[src/design/vfe_pkg.sv]
// shared constants for the video format, edh and standard status block
package vfe_pkg;

    // register map, word offsets on the plain register port
    localparam logic [3:0] ADDR_STD  = 4'h0;
    localparam logic [3:0] ADDR_FMT  = 4'h1;
    localparam logic [3:0] ADDR_EDH  = 4'h2;
    localparam logic [3:0] ADDR_CTRL = 4'h3;

    // control register fields and reset values
    localparam int         CTRL_TOL_LSB = 0;
    localparam int         CTRL_MF_LSB  = 4;
    localparam logic [3:0] TOL_RESET    = 4'h0;
    localparam logic [3:0] TOL_MAX      = 4'h4;
    localparam logic [1:0] MF_RESET     = 2'h0;
    localparam logic [1:0] MF_EDH       = 2'h0;
    localparam logic [1:0] MF_STDLOCK   = 2'h1;
    localparam logic [1:0] MF_LOCKED    = 2'h2;

    // data format codes
    localparam logic [3:0] FMT_SDTI_MAX = 4'h5;
    localparam logic [3:0] FMT_SDI      = 4'h6;
    localparam logic [3:0] FMT_TDM      = 4'h8;
    localparam logic [3:0] FMT_HDSDTI   = 4'h9;
    localparam logic [3:0] FMT_UNDEF    = 4'hF;

    // rate indication and standard codes for unknown rasters
    localparam logic [1:0] RATE_HD      = 2'h0;
    localparam logic [1:0] RATE_3G      = 2'h2;
    localparam logic [5:0] STD_NONE     = 6'h00;
    localparam logic [5:0] STD_UNK_HD   = 6'h1D;
    localparam logic [5:0] STD_UNK_SD   = 6'h1E;
    localparam logic [5:0] STD_UNK_3G   = 6'h3C;
    localparam logic [5:0] STD_625I     = 6'h18;

    // raster table: lines/frame, words/line, active words, code
    localparam int N_STD = 12;
    localparam logic [10:0] LPF_525 = 11'h20D;
    localparam logic [10:0] LPF_625 = 11'h271;
    localparam logic [10:0] LPF_750 = 11'h2EE;
    localparam logic [10:0] TAB_LPF [N_STD] = '{
        LPF_750, LPF_750, LPF_750, LPF_750, LPF_750, LPF_750,
        LPF_750, LPF_750, LPF_525, LPF_625, LPF_525, LPF_625};
    localparam logic [13:0] TAB_WPL [N_STD] = '{
        14'h07BC, 14'h07BC, 14'h0F78, 14'h0F78, 14'h101D, 14'h101D,
        14'h0672, 14'h0672, 14'h06B4, 14'h06C0, 14'h06B4, 14'h06C0};
    // zero active width marks a generic entry that accepts any width
    localparam logic [13:0] TAB_AWPL [N_STD] = '{
        14'h0500, 14'h06C0, 14'h0500, 14'h0D80, 14'h0500, 14'h0E10,
        14'h0500, 14'h05A0, 14'h05A0, 14'h05A0, 14'h0000, 14'h0000};
    localparam logic [5:0] TAB_CODE [N_STD] = '{
        6'h04, 6'h05, 6'h06, 6'h07, 6'h08, 6'h09,
        6'h00, 6'h01, 6'h16, STD_625I, 6'h19, 6'h1A};
    localparam logic [N_STD-1:0] TAB_SD = 12'hF00;

    // raster layout field values
    localparam logic [1:0] RAS_525 = 2'h1;
    localparam logic [1:0] RAS_625 = 2'h2;
    localparam logic [1:0] RAS_750 = 2'h3;

    // per-channel classifier states, gray along idle -> scan
    typedef enum logic [1:0] {
        FC_IDLE = 2'b00,
        FC_SCAN = 2'b01
    } vfe_fc_state_t;

endpackage

[src/design/vfe_fmt_chan.sv]
// per-channel data format classifier, commits once per frame
`timescale 1ns/1ns
module vfe_fmt_chan
    import vfe_pkg::*;
(
    input  wire logic       clk,
    input  wire logic       rst_n,
    input  wire logic       en,
    input  wire logic       frame_end,
    input  wire logic       trs_seen,
    input  wire logic       sdti_hdr,
    input  wire logic [3:0] sdti_code,
    input  wire logic       tdm_hdr,
    input  wire logic       hd_sdti,
    output logic      [3:0] fmt_code_r
);
    vfe_fc_state_t state_r, state_nxt;
    logic [3:0]    fmt_nxt, code_r, code_nxt;
    logic          trs_r, sdti_r, tdm_r, hds_r;
    logic          trs_nxt, sdti_nxt, tdm_nxt, hds_nxt;
    logic          t, s, d, h;

    // =========================================================
    // classification
    // flags gathered over a frame; a header seen in the commit
    // cycle still counts, so nothing is lost at the boundary
    always_comb begin
        t = trs_r | trs_seen;
        s = sdti_r | sdti_hdr;
        d = tdm_r | tdm_hdr;
        h = hds_r | hd_sdti;
        state_nxt = state_r;
        fmt_nxt   = fmt_code_r;
        code_nxt  = sdti_hdr ? sdti_code : code_r;
        trs_nxt   = frame_end ? trs_seen : t;
        sdti_nxt  = frame_end ? sdti_hdr : s;
        tdm_nxt   = frame_end ? tdm_hdr : d;
        hds_nxt   = frame_end ? hd_sdti : h;
        case (state_r)
            FC_IDLE: begin
                fmt_nxt   = FMT_UNDEF;
                state_nxt = FC_SCAN;
            end
            FC_SCAN: begin
                if (frame_end) begin
                    if (!t)
                        fmt_nxt = FMT_UNDEF;
                    else if (d)
                        fmt_nxt = FMT_TDM;
                    else if (s && h)
                        fmt_nxt = FMT_HDSDTI;
                    else if (s)
                        fmt_nxt = (code_nxt > FMT_SDTI_MAX) ?
                                  FMT_SDTI_MAX : code_nxt;
                    else
                        fmt_nxt = FMT_SDI;
                end
            end
            default: state_nxt = FC_IDLE;
        endcase
        // classification only runs while enabled
        if (!en) begin
            state_nxt = FC_IDLE;
            fmt_nxt   = FMT_UNDEF;
            trs_nxt   = 1'b0;
            sdti_nxt  = 1'b0;
            tdm_nxt   = 1'b0;
            hds_nxt   = 1'b0;
        end
    end

    always_ff @(posedge clk) begin
        if (!rst_n) begin
            state_r    <= FC_IDLE;
            fmt_code_r <= FMT_UNDEF;
            code_r     <= 4'h0;
            trs_r      <= 1'b0;
            sdti_r     <= 1'b0;
            tdm_r      <= 1'b0;
            hds_r      <= 1'b0;
        end else begin
            state_r    <= state_nxt;
            fmt_code_r <= fmt_nxt;
            code_r     <= code_nxt;
            trs_r      <= trs_nxt;
            sdti_r     <= sdti_nxt;
            tdm_r      <= tdm_nxt;
            hds_r      <= hds_nxt;
        end
    end
endmodule // vfe_fmt_chan

[src/design/vfe_status_top.sv]
// video standard, data format and edh presence status block
//
// Summary of operation
// - detected standard is reported as a numeric code in a status field
// - 625-line interlaced, 1440 of 1728 words, SD rate reports 18h
// - after reset raster, code, lock and interlace fields read zero
// - bypass pin low forces raster, code, lock and interlace to zero
// - data format classified only while receiver lock is high
// - format fields read Fh at reset, without lock or in bypass
// - format codes: 0-5 SDTI, 6 SDI, 8 TDM, 9 HD-SDTI, F other
// - trs present without sdti or tdm header means SDI
// - trs present with sdti header but no tdm or hd-sdti header means SDTI
// - trs present with tdm header means TDM
// - lock held but no trs found means unknown format
// - luma and chroma keep independent format fields at HD rates
// - at SD only luma reports; chroma field holds Fh
// - edh presence rises on an edh packet and stays while they come
// - at vertical falling edge, no edh in blanking clears presence
// - edh presence selectable on the mf pin and readable by host
`timescale 1ns/1ns
module vfe_status_top
    import vfe_pkg::*;
(
    input  wire logic        CORE_CLK,
    input  wire logic        RST_N,
    input  wire logic [3:0]  REG_ADDR,
    input  wire logic [15:0] REG_WDATA,
    input  wire logic        REG_WR,
    input  wire logic        REG_RD,
    output logic      [15:0] REG_RDATA,
    input  wire logic        PROCESSING_BYPASS_N,
    input  wire logic        LOCKED,
    input  wire logic [1:0]  RATE_INDICATION,
    input  wire logic        MEAS_VALID,
    input  wire logic [10:0] MEAS_LINES,
    input  wire logic [13:0] MEAS_WORDS,
    input  wire logic [13:0] MEAS_ACTIVE,
    input  wire logic        MEAS_INTERLACED,
    input  wire logic        VBLANK,
    input  wire logic        EDH_PKT,
    input  wire logic        Y_TRS,
    input  wire logic        Y_SDTI,
    input  wire logic [3:0]  Y_SDTI_CODE,
    input  wire logic        Y_TDM,
    input  wire logic        Y_HDSDTI,
    input  wire logic        C_TRS,
    input  wire logic        C_SDTI,
    input  wire logic [3:0]  C_SDTI_CODE,
    input  wire logic        C_TDM,
    input  wire logic        C_HDSDTI,
    output logic             EDH_PRESENT_FLAG,
    output logic             MF_OUT
);
    // =========================================================
    // declarations
    logic [1:0]  byp_sync_r, lock_sync_r;
    logic        bypass_n_s, locked_s;
    logic [5:0]  standard_code_r, standard_code_nxt;
    logic [1:0]  rate_indication_r, rate_nxt;
    logic        standard_locked_flag_r, standard_locked_flag_nxt;
    logic        interlace_progressive_flag_r, ilace_nxt;
    logic [1:0]  raster_layout_field_r, raster_nxt;
    logic [5:0]  cand_code;
    logic        cand_hit;
    logic [1:0]  cand_ras;
    logic [13:0] wdist;
    logic        rate_ok;
    logic [3:0]  ctrl_tol_r, ctrl_tol_nxt;
    logic [1:0]  mf_sel_r, mf_sel_nxt;
    logic [15:0] rdata_nxt;
    logic        v_d_r;
    logic        v_fall;
    logic        edh_seen_r, edh_seen_nxt;
    logic        edh_present_flag_r, edh_nxt;
    logic        mf_nxt;
    logic [1:0]  fmt_en;
    logic [1:0]  ch_trs, ch_sdti, ch_tdm, ch_hds;
    logic [3:0]  ch_code [2];
    logic [3:0]  ch_fmt [2];
    logic [7:0]  format_status_field;

    // =========================================================
    // pin synchronisers
    // both pins come from outside the core clock; only the
    // second stage is read anywhere
    always_ff @(posedge CORE_CLK) begin
        if (!RST_N) begin
            byp_sync_r  <= 2'b00;
            lock_sync_r <= 2'b00;
        end else begin
            byp_sync_r  <= {byp_sync_r[0], PROCESSING_BYPASS_N};
            lock_sync_r <= {lock_sync_r[0], LOCKED};
        end
    end
    assign bypass_n_s = byp_sync_r[1];
    assign locked_s   = lock_sync_r[1];

    // =========================================================
    // standard detection
    // table search; lowest index wins so generic entries sit last
    always_comb begin
        cand_hit  = 1'b0;
        cand_code = STD_NONE;
        wdist     = 14'h0000;
        rate_ok   = 1'b0;
        for (int i = N_STD - 1; i >= 0; i--) begin
            wdist = (MEAS_WORDS >= TAB_WPL[i]) ?
                    MEAS_WORDS - TAB_WPL[i] : TAB_WPL[i] - MEAS_WORDS;
            rate_ok = TAB_SD[i] ? RATE_INDICATION[0] :
                      (RATE_INDICATION == RATE_HD);
            // word count matched within the host tolerance
            if (rate_ok && MEAS_LINES == TAB_LPF[i] &&
                wdist <= {10'h000, ctrl_tol_r} &&
                (TAB_AWPL[i] == 14'h0000 ||
                 (MEAS_ACTIVE == TAB_AWPL[i] &&
                  (!TAB_SD[i] || MEAS_INTERLACED)))) begin
                cand_hit  = 1'b1;
                cand_code = TAB_CODE[i];
            end
        end
        // rate known, raster not: one code per rate
        if (!cand_hit) begin
            if (RATE_INDICATION[0])
                cand_code = STD_UNK_SD;
            else if (RATE_INDICATION == RATE_3G)
                cand_code = STD_UNK_3G;
            else
                cand_code = STD_UNK_HD;
        end
        case (MEAS_LINES)
            LPF_525: cand_ras = RAS_525;
            LPF_625: cand_ras = RAS_625;
            LPF_750: cand_ras = RAS_750;
            default: cand_ras = 2'h0;
        endcase
    end

    // next values for the standard status fields
    // lock needs two equal known results in a row, which rides
    // out a single corrupted measurement at the cost of a frame
    always_comb begin
        standard_code_nxt = standard_code_r;
        rate_nxt          = rate_indication_r;
        standard_locked_flag_nxt      = standard_locked_flag_r;
        ilace_nxt         = interlace_progressive_flag_r;
        raster_nxt        = raster_layout_field_r;
        if (!bypass_n_s) begin
            standard_code_nxt = STD_NONE;
            standard_locked_flag_nxt      = 1'b0;
            ilace_nxt         = 1'b0;
            raster_nxt        = 2'h0;
            rate_nxt          = RATE_INDICATION;
        end else if (MEAS_VALID) begin
            standard_code_nxt = cand_code;
            rate_nxt          = RATE_INDICATION;
            standard_locked_flag_nxt      = cand_hit &&
                                cand_code == standard_code_r;
            ilace_nxt         = MEAS_INTERLACED;
            raster_nxt        = cand_ras;
        end else begin
            rate_nxt          = RATE_INDICATION;
        end
    end

    always_ff @(posedge CORE_CLK) begin
        if (!RST_N) begin
            standard_code_r              <= STD_NONE;
            rate_indication_r            <= RATE_HD;
            standard_locked_flag_r       <= 1'b0;
            interlace_progressive_flag_r <= 1'b0;
            raster_layout_field_r        <= 2'h0;
        end else begin
            standard_code_r              <= standard_code_nxt;
            rate_indication_r            <= rate_nxt;
            standard_locked_flag_r       <= standard_locked_flag_nxt;
            interlace_progressive_flag_r <= ilace_nxt;
            raster_layout_field_r        <= raster_nxt;
        end
    end

    // =========================================================
    // data format, one classifier per channel
    assign ch_trs  = {C_TRS, Y_TRS};
    assign ch_sdti = {C_SDTI, Y_SDTI};
    assign ch_tdm  = {C_TDM, Y_TDM};
    assign ch_hds  = {C_HDSDTI, Y_HDSDTI};
    assign ch_code[0] = Y_SDTI_CODE;
    assign ch_code[1] = C_SDTI_CODE;
    // chroma runs only off SD; luma whenever locked, not bypassed
    assign fmt_en[0] = locked_s & bypass_n_s;
    assign fmt_en[1] = locked_s & bypass_n_s &
                       ~rate_indication_r[0];

    generate
        for (genvar ch = 0; ch < 2; ch++) begin : g_chan
            vfe_fmt_chan u_chan (
                .clk        (CORE_CLK),
                .rst_n      (RST_N),
                .en         (fmt_en[ch]),
                .frame_end  (v_fall),
                .trs_seen   (ch_trs[ch]),
                .sdti_hdr   (ch_sdti[ch]),
                .sdti_code  (ch_code[ch]),
                .tdm_hdr    (ch_tdm[ch]),
                .hd_sdti    (ch_hds[ch]),
                .fmt_code_r (ch_fmt[ch])
            );
        end
    endgenerate
    assign format_status_field = {ch_fmt[1], ch_fmt[0]};

    // =========================================================
    // edh presence
    // a packet in the same cycle as the clearing edge wins
    assign v_fall = v_d_r & ~VBLANK;
    always_comb begin
        edh_seen_nxt = edh_seen_r;
        edh_nxt      = edh_present_flag_r;
        if (v_fall)
            edh_seen_nxt = 1'b0;
        if (VBLANK && EDH_PKT)
            edh_seen_nxt = 1'b1;
        if (v_fall && !edh_seen_r)
            edh_nxt = 1'b0;
        if (EDH_PKT)
            edh_nxt = 1'b1;
    end

    always_ff @(posedge CORE_CLK) begin
        if (!RST_N) begin
            v_d_r              <= 1'b0;
            edh_seen_r         <= 1'b0;
            edh_present_flag_r <= 1'b0;
        end else begin
            v_d_r              <= VBLANK;
            edh_seen_r         <= edh_seen_nxt;
            edh_present_flag_r <= edh_nxt;
        end
    end

    // =========================================================
    // register port and multifunction pin
    // tolerance above the limit is clipped, not rejected
    always_comb begin
        ctrl_tol_nxt = ctrl_tol_r;
        mf_sel_nxt   = mf_sel_r;
        rdata_nxt    = 16'h0000;
        if (REG_WR && REG_ADDR == ADDR_CTRL) begin
            ctrl_tol_nxt = (REG_WDATA[CTRL_TOL_LSB +: 4] > TOL_MAX) ?
                           TOL_MAX : REG_WDATA[CTRL_TOL_LSB +: 4];
            mf_sel_nxt   = REG_WDATA[CTRL_MF_LSB +: 2];
        end
        if (REG_RD) begin
            case (REG_ADDR)
                ADDR_STD:  rdata_nxt = {4'h0, raster_layout_field_r,
                                        interlace_progressive_flag_r,
                                        standard_locked_flag_r,
                                        rate_indication_r,
                                        standard_code_r};
                ADDR_FMT:  rdata_nxt = {8'h00, format_status_field};
                ADDR_EDH:  rdata_nxt = {15'h0000,
                                        edh_present_flag_r};
                ADDR_CTRL: rdata_nxt = {10'h000, mf_sel_r, ctrl_tol_r};
                default:   rdata_nxt = 16'h0000;
            endcase
        end
        case (mf_sel_r)
            MF_EDH:     mf_nxt = edh_present_flag_r;
            MF_STDLOCK: mf_nxt = standard_locked_flag_r;
            MF_LOCKED:  mf_nxt = locked_s;
            default:    mf_nxt = 1'b0;
        endcase
    end

    always_ff @(posedge CORE_CLK) begin
        if (!RST_N) begin
            ctrl_tol_r <= TOL_RESET;
            mf_sel_r   <= MF_RESET;
            REG_RDATA  <= 16'h0000;
            MF_OUT     <= 1'b0;
        end else begin
            ctrl_tol_r <= ctrl_tol_nxt;
            mf_sel_r   <= mf_sel_nxt;
            REG_RDATA  <= rdata_nxt;
            MF_OUT     <= mf_nxt;
        end
    end
    assign EDH_PRESENT_FLAG = edh_present_flag_r;
endmodule // vfe_status_top

[config.mk]
export PLATFORM = sky130hd
export DESIGN_NAME = vfe_status_top
export DESIGN_NICKNAME = d
export VERILOG_FILES = /design/src/design/vfe_pkg.sv /design/src/design/vfe_fmt_chan.sv /design/src/design/vfe_status_top.sv
export SDC_FILE = /design/constraint.sdc
export NUM_CORES = 1
export LEC_CHECK = 0
export BUFFER_PORTS_ARGS = -buffer_cell sky130_fd_sc_hd__buf_2
export CAP_MARGIN = 30
export CORE_ASPECT_RATIO = 1.4
export CORE_MARGIN = 3
export CORE_UTILIZATION = 60
export DETAILED_ROUTE_END_ITERATION = 6
export HOLD_SLACK_MARGIN = 0.1
export PLACE_DENSITY = 0.89
export RECOVER_POWER = 50
export REMOVE_ABC_BUFFERS = 1
export SETUP_SLACK_MARGIN = 0.2
export SYNTH_ARGS = -nofsm -noshare
export SYNTH_HDL_FRONTEND = slang
export SYNTH_SLANG_ARGS = --single-unit
[constraint.sdc]
create_clock -name CORE_CLK -period 6 [get_ports CORE_CLK]
set_input_delay 0.9 -clock CORE_CLK [delete_from_list [all_inputs] [get_ports CORE_CLK]]
set_output_delay 0.9 -clock CORE_CLK [all_outputs]
set_load 0.01 [all_outputs]
* Word-level counts from Yosys, hierarchy flattened
Cells that the tools add are included.
W data, S select, Z words.
** Cells by class
- Eq/ne operators :: 19
- Magnitude comparators :: 15
- Reduce and logical (&&, ||, !) cells :: 42
- Muxes and demuxes :: 67
- Bitwise operators :: 13
- Add/subtract/negate cells :: 12
** Operators by type and width (number)
- $le A14 B4 Y1 :: 6
- $mux W14 :: 6
- $mux W4 :: 15
- $mux W5 :: 12
- $ge A14 B11 Y1 const B :: 4
- $sub A11 B14 Y14 const A :: 4
- $sub A14 B11 Y14 const B :: 4
- $pmux W12 S4 :: 1
- $eq A14 B11 Y1 const B :: 3
- $eq A11 B10 Y1 const B :: 3
- $eq A14 B12 Y1 const B :: 2
- $logic_and A1 B1 Y1 :: 26
- $mux W1 :: 24
- $mux W6 :: 3
- $pmux W4 S2 :: 2
- $ge A14 B12 Y1 const B :: 1
- $ge A14 B13 Y1 const B :: 1
- $sub A12 B14 Y14 const A :: 1
- $sub A13 B14 Y14 const A :: 1
- $sub A14 B12 Y14 const B :: 1
- $sub A14 B13 Y14 const B :: 1
- $gt A4 B3 Y1 const B :: 3
- $reduce_and A2 Y1 :: 6
- $eq A4 B2 Y1 const B :: 2
- 16 further kinds :: 36
** Word-level totals
- Word-level logic and storage cells :: 196
- Input port bits :: 87
- Flip-flop bits (word level) :: 70
- Output and inout bits :: 18

* Longest topological paths before layout
Gate-level depths: netlist (run 1).
- Depth after elaboration :: 19
- Gate-level depth with buffers :: 21
- Gate-level depth less buffers :: 19

* By module
A second synthesis (run 1) with hierarchy kept.
** Unflattened totals
- Cells, all modules :: 961
- Area total of the unflattened synthesis :: 7120.6 µm²
** By module, submodules not included
- vfe_status_top :: cells an instance 835, sequential area each 760.7 µm², area each 5939.4 µm², times used 1
- vfe_fmt_chan :: cells an instance 63, sequential area each 260.2 µm², area each 590.6 µm², times used 2

* Worst setup path after synthesis (run 1)
No wires, ideal clock.
- Kind :: input -> register
- Start point :: input port MEAS_WORDS[1]
- End point :: register standard_locked_flag_r
- Stages :: 19
- Buffers on the path :: 2
- Data required time :: 5.934 ns
- Data arrival time :: 5.082 ns
- Path slack :: 0.852 ns
- Library setup time :: 0.066 ns
- Cell sequence :: clkbuf_1 -> inv_1 -> ha_1 -> clkbuf_1 -> a211oi_1 -> o31ai_2 -> mux2_2 -> ha_1 -> nor2b_1 -> o21a_1 -> o21a_1 -> o21ai_0 -> and4_1 -> nand4_1 -> or4b_2 -> o2111ai_2 -> o2111a_1 -> o211a_1 -> a2bb2oi_2
** On the way
- Cells in the longest elaborated chain, start to end :: 19
- Elaborated cells between the ends (all ways) :: 73
- Those cells by class :: 12 x add/sub; 12 x order compare; 1 x eq/ne; 31 x mux; 17 x reduce/logical
** RTL lines
- from (decl) :: line vfe_status_top.sv:36 : input wire logic [13:0] MEAS_WORDS,
- $sub A11 B14 Y14, or another cell as far along :: line vfe_status_top.sv:108 : MEAS_WORDS - TAB_WPL[i] : TAB_WPL[i] - MEAS_WORDS;
- $mux W14 :: line vfe_status_top.sv:107 : wdist = (MEAS_WORDS >= TAB_WPL[i]) ?
- $le A14 B4 Y1 :: line vfe_status_top.sv:113 : wdist <= {10'h000, ctrl_tol_r} &&
- $logic_and A1 B1 Y1 :: line vfe_status_top.sv:112 : if (rate_ok && MEAS_LINES == TAB_LPF[i] &&
- $mux W1 or $mux W5 (tied branches) (12 in a row) :: line vfe_status_top.sv:112
- $mux W6 :: line vfe_status_top.sv:122 : if (!cand_hit) begin
- $eq A6 B6 Y1 :: line vfe_status_top.sv:157 : cand_code == standard_code_r;
- $logic_and A1 B1 Y1 * :: line vfe_status_top.sv:156 : standard_locked_flag_nxt = cand_hit &&
- to (signal assigned) :: line vfe_status_top.sv:175 : standard_locked_flag_r <= standard_locked_flag_nxt;
- to (decl) :: line vfe_status_top.sv:60 : logic standard_locked_flag_r, standard_locked_flag_nxt;
Mark *: on every way between the ends. The rest lies on a longest branch, timed or not.
A chain may end at the register's enable or synchronous reset.

* Worst setup path in the final report (run 1)
- Start point :: input port MEAS_WORDS[6]
- End point :: register standard_locked_flag_r
Same word-level chain as after synthesis.

==> results of run 1 <==
## cells by family (layout without fill, tap and decap cells)
family	after synthesis	after routing	synth area share, %
adder cells (fa/ha/maj)	43	43	7.39
AO/OA/AOI/OAI	299	299	28.5
XOR/XNOR	30	30	3.61
flip-flops	64	64	17.6
buffers and inverters	95	184	5.34
AND/OR/NAND/NOR	438	438	32.5
multiplexers	36	36	5.05
other	1	4	0.0515
## metrics by stage
step / util, % / std cells / area (um^2) / power [mW] / setup slack [ps]
4_1_cts: 70.5 / 1245 / 8330 / 1.41 / 865
5_1_grt: 70.3 / 1245 / 8310 / 1.48 / 492
3_5_place_dp: 67.8 / 1229 / 8020 / 0.872 / 565
2_1_floorplan: - / 942 / 7010 / 0.689 / 954
6_report: 70.3 / 1245 / 8310 / 1.43 / 760
3_3_place_gp: 67.8 / 1229 / 8020 / 0.864 / 598
## where the power goes
group,internal [mW],switching (mW),total [mW]
combinational,0.168,0.277,0.445
clock,0.362,0.183,0.545
sequential,0.434,0.00517,0.439
total,0.964,0.465,1.43
## cells in the mapped netlist (13+ instances only)
master,count,share of area (%)
a211oi_1,17,1.8
a21oi_1,64,4.4
a31oi_1,27,2.3
and2_1,21,1.8
clkbuf_1,47,2.4
dfxtp_1,64,18
ha_1,43,7.4
inv_1,24,1.2
mux2i_1,30,4.1
nand2_1,71,3.7
nand2b_1,23,2.0
nand3_1,35,2.4
nand4_1,20,1.7
nor2_1,104,5.4
nor2b_1,26,2.2
nor3_1,29,2.0
nor4_1,26,2.2
o211ai_1,13,1.3
o21a_1,14,1.4
o21ai_0,60,4.1
xnor2_1,29,3.5
## area by class of cell
| cell class | count | area share (%) |
|---|---|---|
| Tap cell | 147 | 2.21 |
| Sequential cell | 64 | 15.4 |
| Timing Repair Buffer | 140 | 9.72 |
| Clock inverter | 6 | 1.01 |
| Inverter | 28 | 1.26 |
| Multi-Input combinational cell | 850 | 67.6 |
| Clock buffer | 10 | 2.75 |
## worst max path at each step
stage / startpoint / endpoint / slack (ps)
global route: MEAS_WORDS[7] / standard_locked_flag_r / 490
finish: MEAS_WORDS[6] / standard_locked_flag_r / 760
detailed placement: MEAS_WORDS[6] / standard_locked_flag_r / 570
global placement: MEAS_WORDS[7] / standard_locked_flag_r / 600
CTS: MEAS_WORDS[6] / standard_locked_flag_r / 860
floorplan: MEAS_WORDS[1] / standard_locked_flag_r / 950
## worst max-delay path, cell delays in order
cell	delay, ps
buf_2	150
clkinv_1	70
ha_1	380
nand4b_1	320
o31a_1	350
nand2_1	310
nor2_1	70
a21oi_1	140
ha_1	270
nor2b_1	140
o21a_1	160
nor3_1	160
buf_4	170
o2111ai_1	120
a211o_1	320
nor4_2	430
a31oi_1	120
and3_4	220
o2111a_1	240
o211a_1	250
a2bb2oi_2	140
## sequential cells by signal (all words and copies together) (netlist names)
name	count
g_chan.u_chan.sdti_r	2
rate_indication_r	2
standard_code_r	6
g_chan.u_chan.trs_r	2
byp_sync_r	2
g_chan.u_chan.state_r	2
ctrl_tol_r	4
g_chan.u_chan.code_r	8
REG_RDATA	12
MF_OUT	1
lock_sync_r	2
standard_locked_flag_r	1
edh_seen_r	1
g_chan.u_chan.tdm_r	2
raster_layout_field_r	2
g_chan.u_chan.hds_r	2
v_d_r	1
interlace_progressive_flag_r	1
mf_sel_r	2
EDH_PRESENT_FLAG	1
g_chan.u_chan.fmt_code_r	8
## routing by layer
metal  up-vias  GRT usage (%)  share of wire [%]
met4         0           32.3                9.6
met2       624           66.8                 47
met3       195           5.44                9.5
li1       3964              -                  -
met1      3957           41.9                 34
met5         -              0                  0
## layout by cell type, fill, tap and decap left out, drive strengths merged, types with 6 or more instances in the layout
master / count
o2111ai: 12
nor3: 29
nor2: 105
nor4: 27
and3: 12
a31oi: 27
nor2b: 26
or4: 7
clkbuf: 24
and4: 6
o21ai: 61
a21o: 9
xnor2: 29
and2: 23
nand3b: 7
nand2: 71
a21oi: 64
o31ai: 9
nand4: 20
nor3b: 8
dfxtp: 64
buf: 126
mux2: 6
inv: 24
clkinv: 8
a211oi: 17
or3: 6
nand2b: 23
o211ai: 14
mux2i: 30
o21a: 14
a311oi: 6
nand4b: 7
nand3: 35
ha: 43
==> out/qor.log, run 1 <==
[status] status finished clean
[placement] final weighted congestion in routability-driven placement 1.08
[route] average wire per cell in the routed design 21.7 um
[timing] Worst slew margin 31.2%
[synth] cell count after synthesis 1,006
[cts] Worst-path clk slew 50 ps
[worst_setup_path] data arrival time of the worst path 5450 ps
[pwr] Power per Cell Area 172 mW/mm^2
[cts] hold-fix buffers at CTS 0
[floorplanning] floorplan die height 136 um
[cts] TritonCTS clock tree built
[timing] count of pins over their slew limit 0
[worst_setup_path] start of the worst register-to-register path ctrl_tol_r[1]
[pwr] Worst IR Drop VDD 0.139 mV
[synth] post-synthesis cell type count 89
[worst_setup_path] crit path max fanout 11
[grt] wire length of the first global-routing pass 41,900 um
[synth] share of synthesized flip-flops with an asynchronous set or reset 0%
[route] vias per cell 7.02
[synth] sequential area share after synthesis 17.6%
[timing] final total negative setup slack 0 ps
[finish] fill cell total of the finished layout 977
[finish] area of combinational cells with multiple inputs 0.00562 mm^2
[synth] number of warning messages in the yosys log 0
[timing] post-route worst hold slack 430 ps
[cts] total number of H-tree levels 3
[grt] initial antenna violation count 0
[pwr] LEAKAGE 3.27 nW
[finish] layout overhead on the synthesized area 14.2%
[worst_setup_path] type of element launching the critical path input port
[floorplanning] Placement Rows 47
[floorplanning] Core ar. 0.0118 mm^2
[route] Final Routed Wirelength 27,000 um
[finish] Inserted Diodes 0
[grt] Global Route Usage Sum 38.9%
[synth] Post-Synthesis Mean Instance Area 7.24 um^2
[floorplanning] horizontal die dimension 99.1 um
[grt] sum of overflow across all layers after global routing 0
[placement] number of buffer cells added on primary ports 90
[route] total number of vias 8,740
[timing] final setup vio count 0
[floorplanning] num ports 105
[timing] Fmax 191 MHz
[worst_setup_path] worst reg-to-reg setup slack 2540 ps
[worst_hold_path] Min-Delay Path Depth 1
[synth] predominant post-synthesis flop cell dfxtp_1
[grt] maximum number of pins on one net before global-route repair 41
[cts] number of cells upsized or downsized after cts 0
[synth] number of enable flip-flop cells after synthesis 0
[synth] cell area after synthesis 0.00728 mm^2
[route] violation count after the first detailed-routing iteration 1,016
[timing] slew at the pin with the worst max-slew slack 1030 ps
[route] final routed DRC violation total 0
[finish] area taken by flip-flops and latches 0.00128 mm^2
[route] post-route ant nets 0
[timing] Fin. Hold Viols 0
[timing] post-route clock skew 8.22 ps
[grt] via count of the first global-routing pass 8,223
[timing] setup repair after global routing missed its margin no
[finish] net total in the final layout 1,223
[worst_setup_path] CP Capture Type flip-flop
[cts] setup repair bufs after CTS 0
[flow_run] number of max-cap violations 0
[worst_setup_path] terminus of the critical flop-to-flop path standard_locked_flag_r
[route] drt first pass iters 6
[worst_setup_path] worst r2r path cells 14
[worst_setup_path] Worst Setup Path Type in2reg
[cts] Num CTS Buffers 9
[floorplanning] initial core utilization 61.6%
[cts] Max clock buf depth 2
[floorplanning] die outline area 0.0135 mm^2
[cts] Num Clock Sinks 64
[worst_setup_path] required arrival time at the worst endpoint 6210 ps
[cts] Root Driver clkbuf_16
[worst_hold_path] Worst Hold Endpoint lock_sync_r[1]
[synth] #FFs+latches synth 64
[timing] fin crit period 5240 ps
[placement] Post-DP HPWL 19,700 um
[worst_hold_path] startpoint of the tightest hold check path lock_sync_r[0]
[worst_hold_path] hold crit path type reg2reg
[finish] ratio of cells with drive above 1 in the final layout 15.8%
[timing] final cycle utilization of the critical path 87.3%
[cts] clock latency of the later-clocked register in the worst-skew pair 330 ps
Power figures use the tool's default switching activity.
==> inputs of run 2 (changes only) <==
--- a/config.mk
+++ b/config.mk
@@ -8,11 +8,10 @@
 export BUFFER_PORTS_ARGS = -buffer_cell sky130_fd_sc_hd__buf_2
 export CAP_MARGIN = 30
 export CORE_ASPECT_RATIO = 1.4
-export CORE_MARGIN = 3
-export CORE_UTILIZATION = 60
+export CORE_UTILIZATION = 35
 export DETAILED_ROUTE_END_ITERATION = 6
 export HOLD_SLACK_MARGIN = 0.1
-export PLACE_DENSITY = 0.89
+export PLACE_DENSITY = 0.59
 export RECOVER_POWER = 50
 export REMOVE_ABC_BUFFERS = 1
 export SETUP_SLACK_MARGIN = 0.2
==> run 2 against run 1 <==
Net effect: non-clock buffer count increased by 6; first-iteration DRC count decreased by 16%; die area increased by 58%; cell count increased by 9.2%; largest cell class unchanged; largest power group unchanged.
==> out/qor.log, run 2 (synthesis gave the netlist of run 1 again) <==
[cts] total number of H-tree levels 3
[route] final routed DRC violation total 0
[route] average wire per cell in the routed design 20.9 um
[cts] TritonCTS clock tree built
[finish] net total in the final layout 1,229
[timing] count of pins over their slew limit 0
[cts] Num CTS Buffers 9
[floorplanning] floorplan die height 173 um
[finish] ratio of cells with drive above 1 in the final layout 16.3%
[worst_setup_path] Worst Setup Path Type in2reg
[finish] Design Area, Final 0.00852 mm^2
[cts] number of cells upsized or downsized after cts 0
[worst_setup_path] required arrival time at the worst endpoint 6220 ps
[pwr] LEAKAGE 3.29 nW
[timing] setup repair after global routing missed its margin no
[floorplanning] Placement Rows 62
[pwr] Power per Cell Area 169 mW/mm^2
[status] status finished clean
[cts] Num Clock Sinks 64
[grt] sum of overflow across all layers after global routing 0
[floorplanning] horizontal die dimension 124 um
[cts] Max clock buf depth 2
[finish] highest-count cells in the layout ignoring fill and taps nor2_1, buf_2, nand2_1
[timing] post-route clock skew 6.31 ps
[grt] via count of the first global-routing pass 8,241
[route] vias per cell 6.26
[cts] Worst-path clk slew 50 ps
[pwr] Worst IR Drop VDD 0.155 mV
[route] drt first pass iters 5
[finish] Inserted Diodes 0
[floorplanning] initial core utilization 35.6%
[route] total number of vias 8,511
[placement] Post-DP HPWL 22,300 um
[worst_setup_path] start point of the critical path MEAS_WORDS[3]
[worst_hold_path] hold crit path type reg2reg
[worst_setup_path] crit path max fanout 12
[cts] clock latency of the later-clocked register in the worst-skew pair 330 ps
[worst_setup_path] start of the worst register-to-register path ctrl_tol_r[1]
[timing] post-route worst hold slack 430 ps
[flow_run] number of max-cap violations 0
[worst_hold_path] startpoint of the tightest hold check path byp_sync_r[0]
[grt] maximum number of pins on one net before global-route repair 36
[worst_setup_path] worst reg-to-reg setup slack 2490 ps
[finish] largest registers in the final layout REG_RDATA: 12 flops, g_chan.u_chan.code_r: 8 flops, g_chan.u_chan.fmt_code_r: 8 flops
[placement] final weighted congestion in routability-driven placement 0.982
[timing] slew at the pin with the worst max-slew slack 974 ps
[timing] final setup vio count 0
[route] post-route ant nets 0
[timing] Worst slew margin 35.0%
[timing] final cycle utilization of the critical path 88.4%
[timing] Fin. Hold Viols 0
[worst_setup_path] CP Capture Type flip-flop
[placement] cell area reported after detailed placement 0.00821 mm^2
[finish] largest register by flop count REG_RDATA
[route] violation count after the first detailed-routing iteration 850
[grt] initial antenna violation count 0
[worst_setup_path] data arrival time of the worst path 5520 ps
[finish] Largest register FFs 12
[finish] layout overhead on the synthesized area 17.0%
[grt] wire length of the first global-routing pass 44,000 um
[placement] number of buffer cells added on primary ports 90
[floorplanning] die outline area 0.0214 mm^2
[worst_setup_path] type of element launching the critical path input port
[timing] final total negative setup slack 0 ps
[floorplanning] num ports 105
[timing] Fmax 188 MHz
[finish] most common cell after layout, fill and taps aside nor2_1
[floorplanning] Core ar. 0.0205 mm^2
[grt] Global Route Usage Sum 26.6%
[cts] Root Driver clkbuf_16
[cts] hold-fix buffers at CTS 0
[route] Final Routed Wirelength 28,400 um
[timing] fin crit period 5310 ps
[cts] setup repair bufs after CTS 0
## run 2: worst max-delay path, stage by stage
cell	delay (ps)
buf_2	280
inv_1	260
ha_1	340
a21boi_0	220
nor4_1	440
nand2b_1	320
mux2i_1	250
ha_1	270
a21o_1	180
a211oi_1	230
o21ai_0	210
nor4_1	240
and4_1	380
nand4_1	210
a31o_2	280
o2111a_1	130
o211a_1	250
a2bb2oi_2	130
## run 2: stage by stage
stage	setup WS (ps)	util, %	instances	power [mW]
after floorplan	954	-	942	0.689
after global placement	419	40.1	1344	0.883
after detailed placement	399	40.1	1344	0.887
after CTS	716	41.7	1360	1.44
after global routing	341	41.6	1360	1.51
final	695	41.6	1360	1.44
## run 2: report_power, final
group	leakage [nW]	internal (mW)	switching, mW
sequential	0.520	0.434	0.00535
clock	0.148	0.363	0.188
combinational	2.63	0.170	0.279
total	3.29	0.967	0.473
## run 2: metal layers
metal  up-vias  wire length, um  GRT usage (%)
li1       3962                -              -
met1      3990            10500           29.2
met2       420            13800           45.2
met3       139             1790           3.46
met4         0             2370           20.7
met5         -                0              0
## run 2: layout make-up
type / count / area (um^2)
multi-input combinational: 850 / 5620
timing repair buffer: 146 / 866
tap: 256 / 320
sequential: 64 / 1280
fill: 2186 / 12000
clock buffer: 9 / 225
inverter: 28 / 105
clock inverter: 7 / 96.3
## run 2: worst paths after layout
kind / cells past startpoint / endpoint
max: 18 / standard_locked_flag_r
min: 1 / byp_sync_r[1]
max reg2reg: 14 / standard_locked_flag_r
min reg2reg: 1 / byp_sync_r[1]
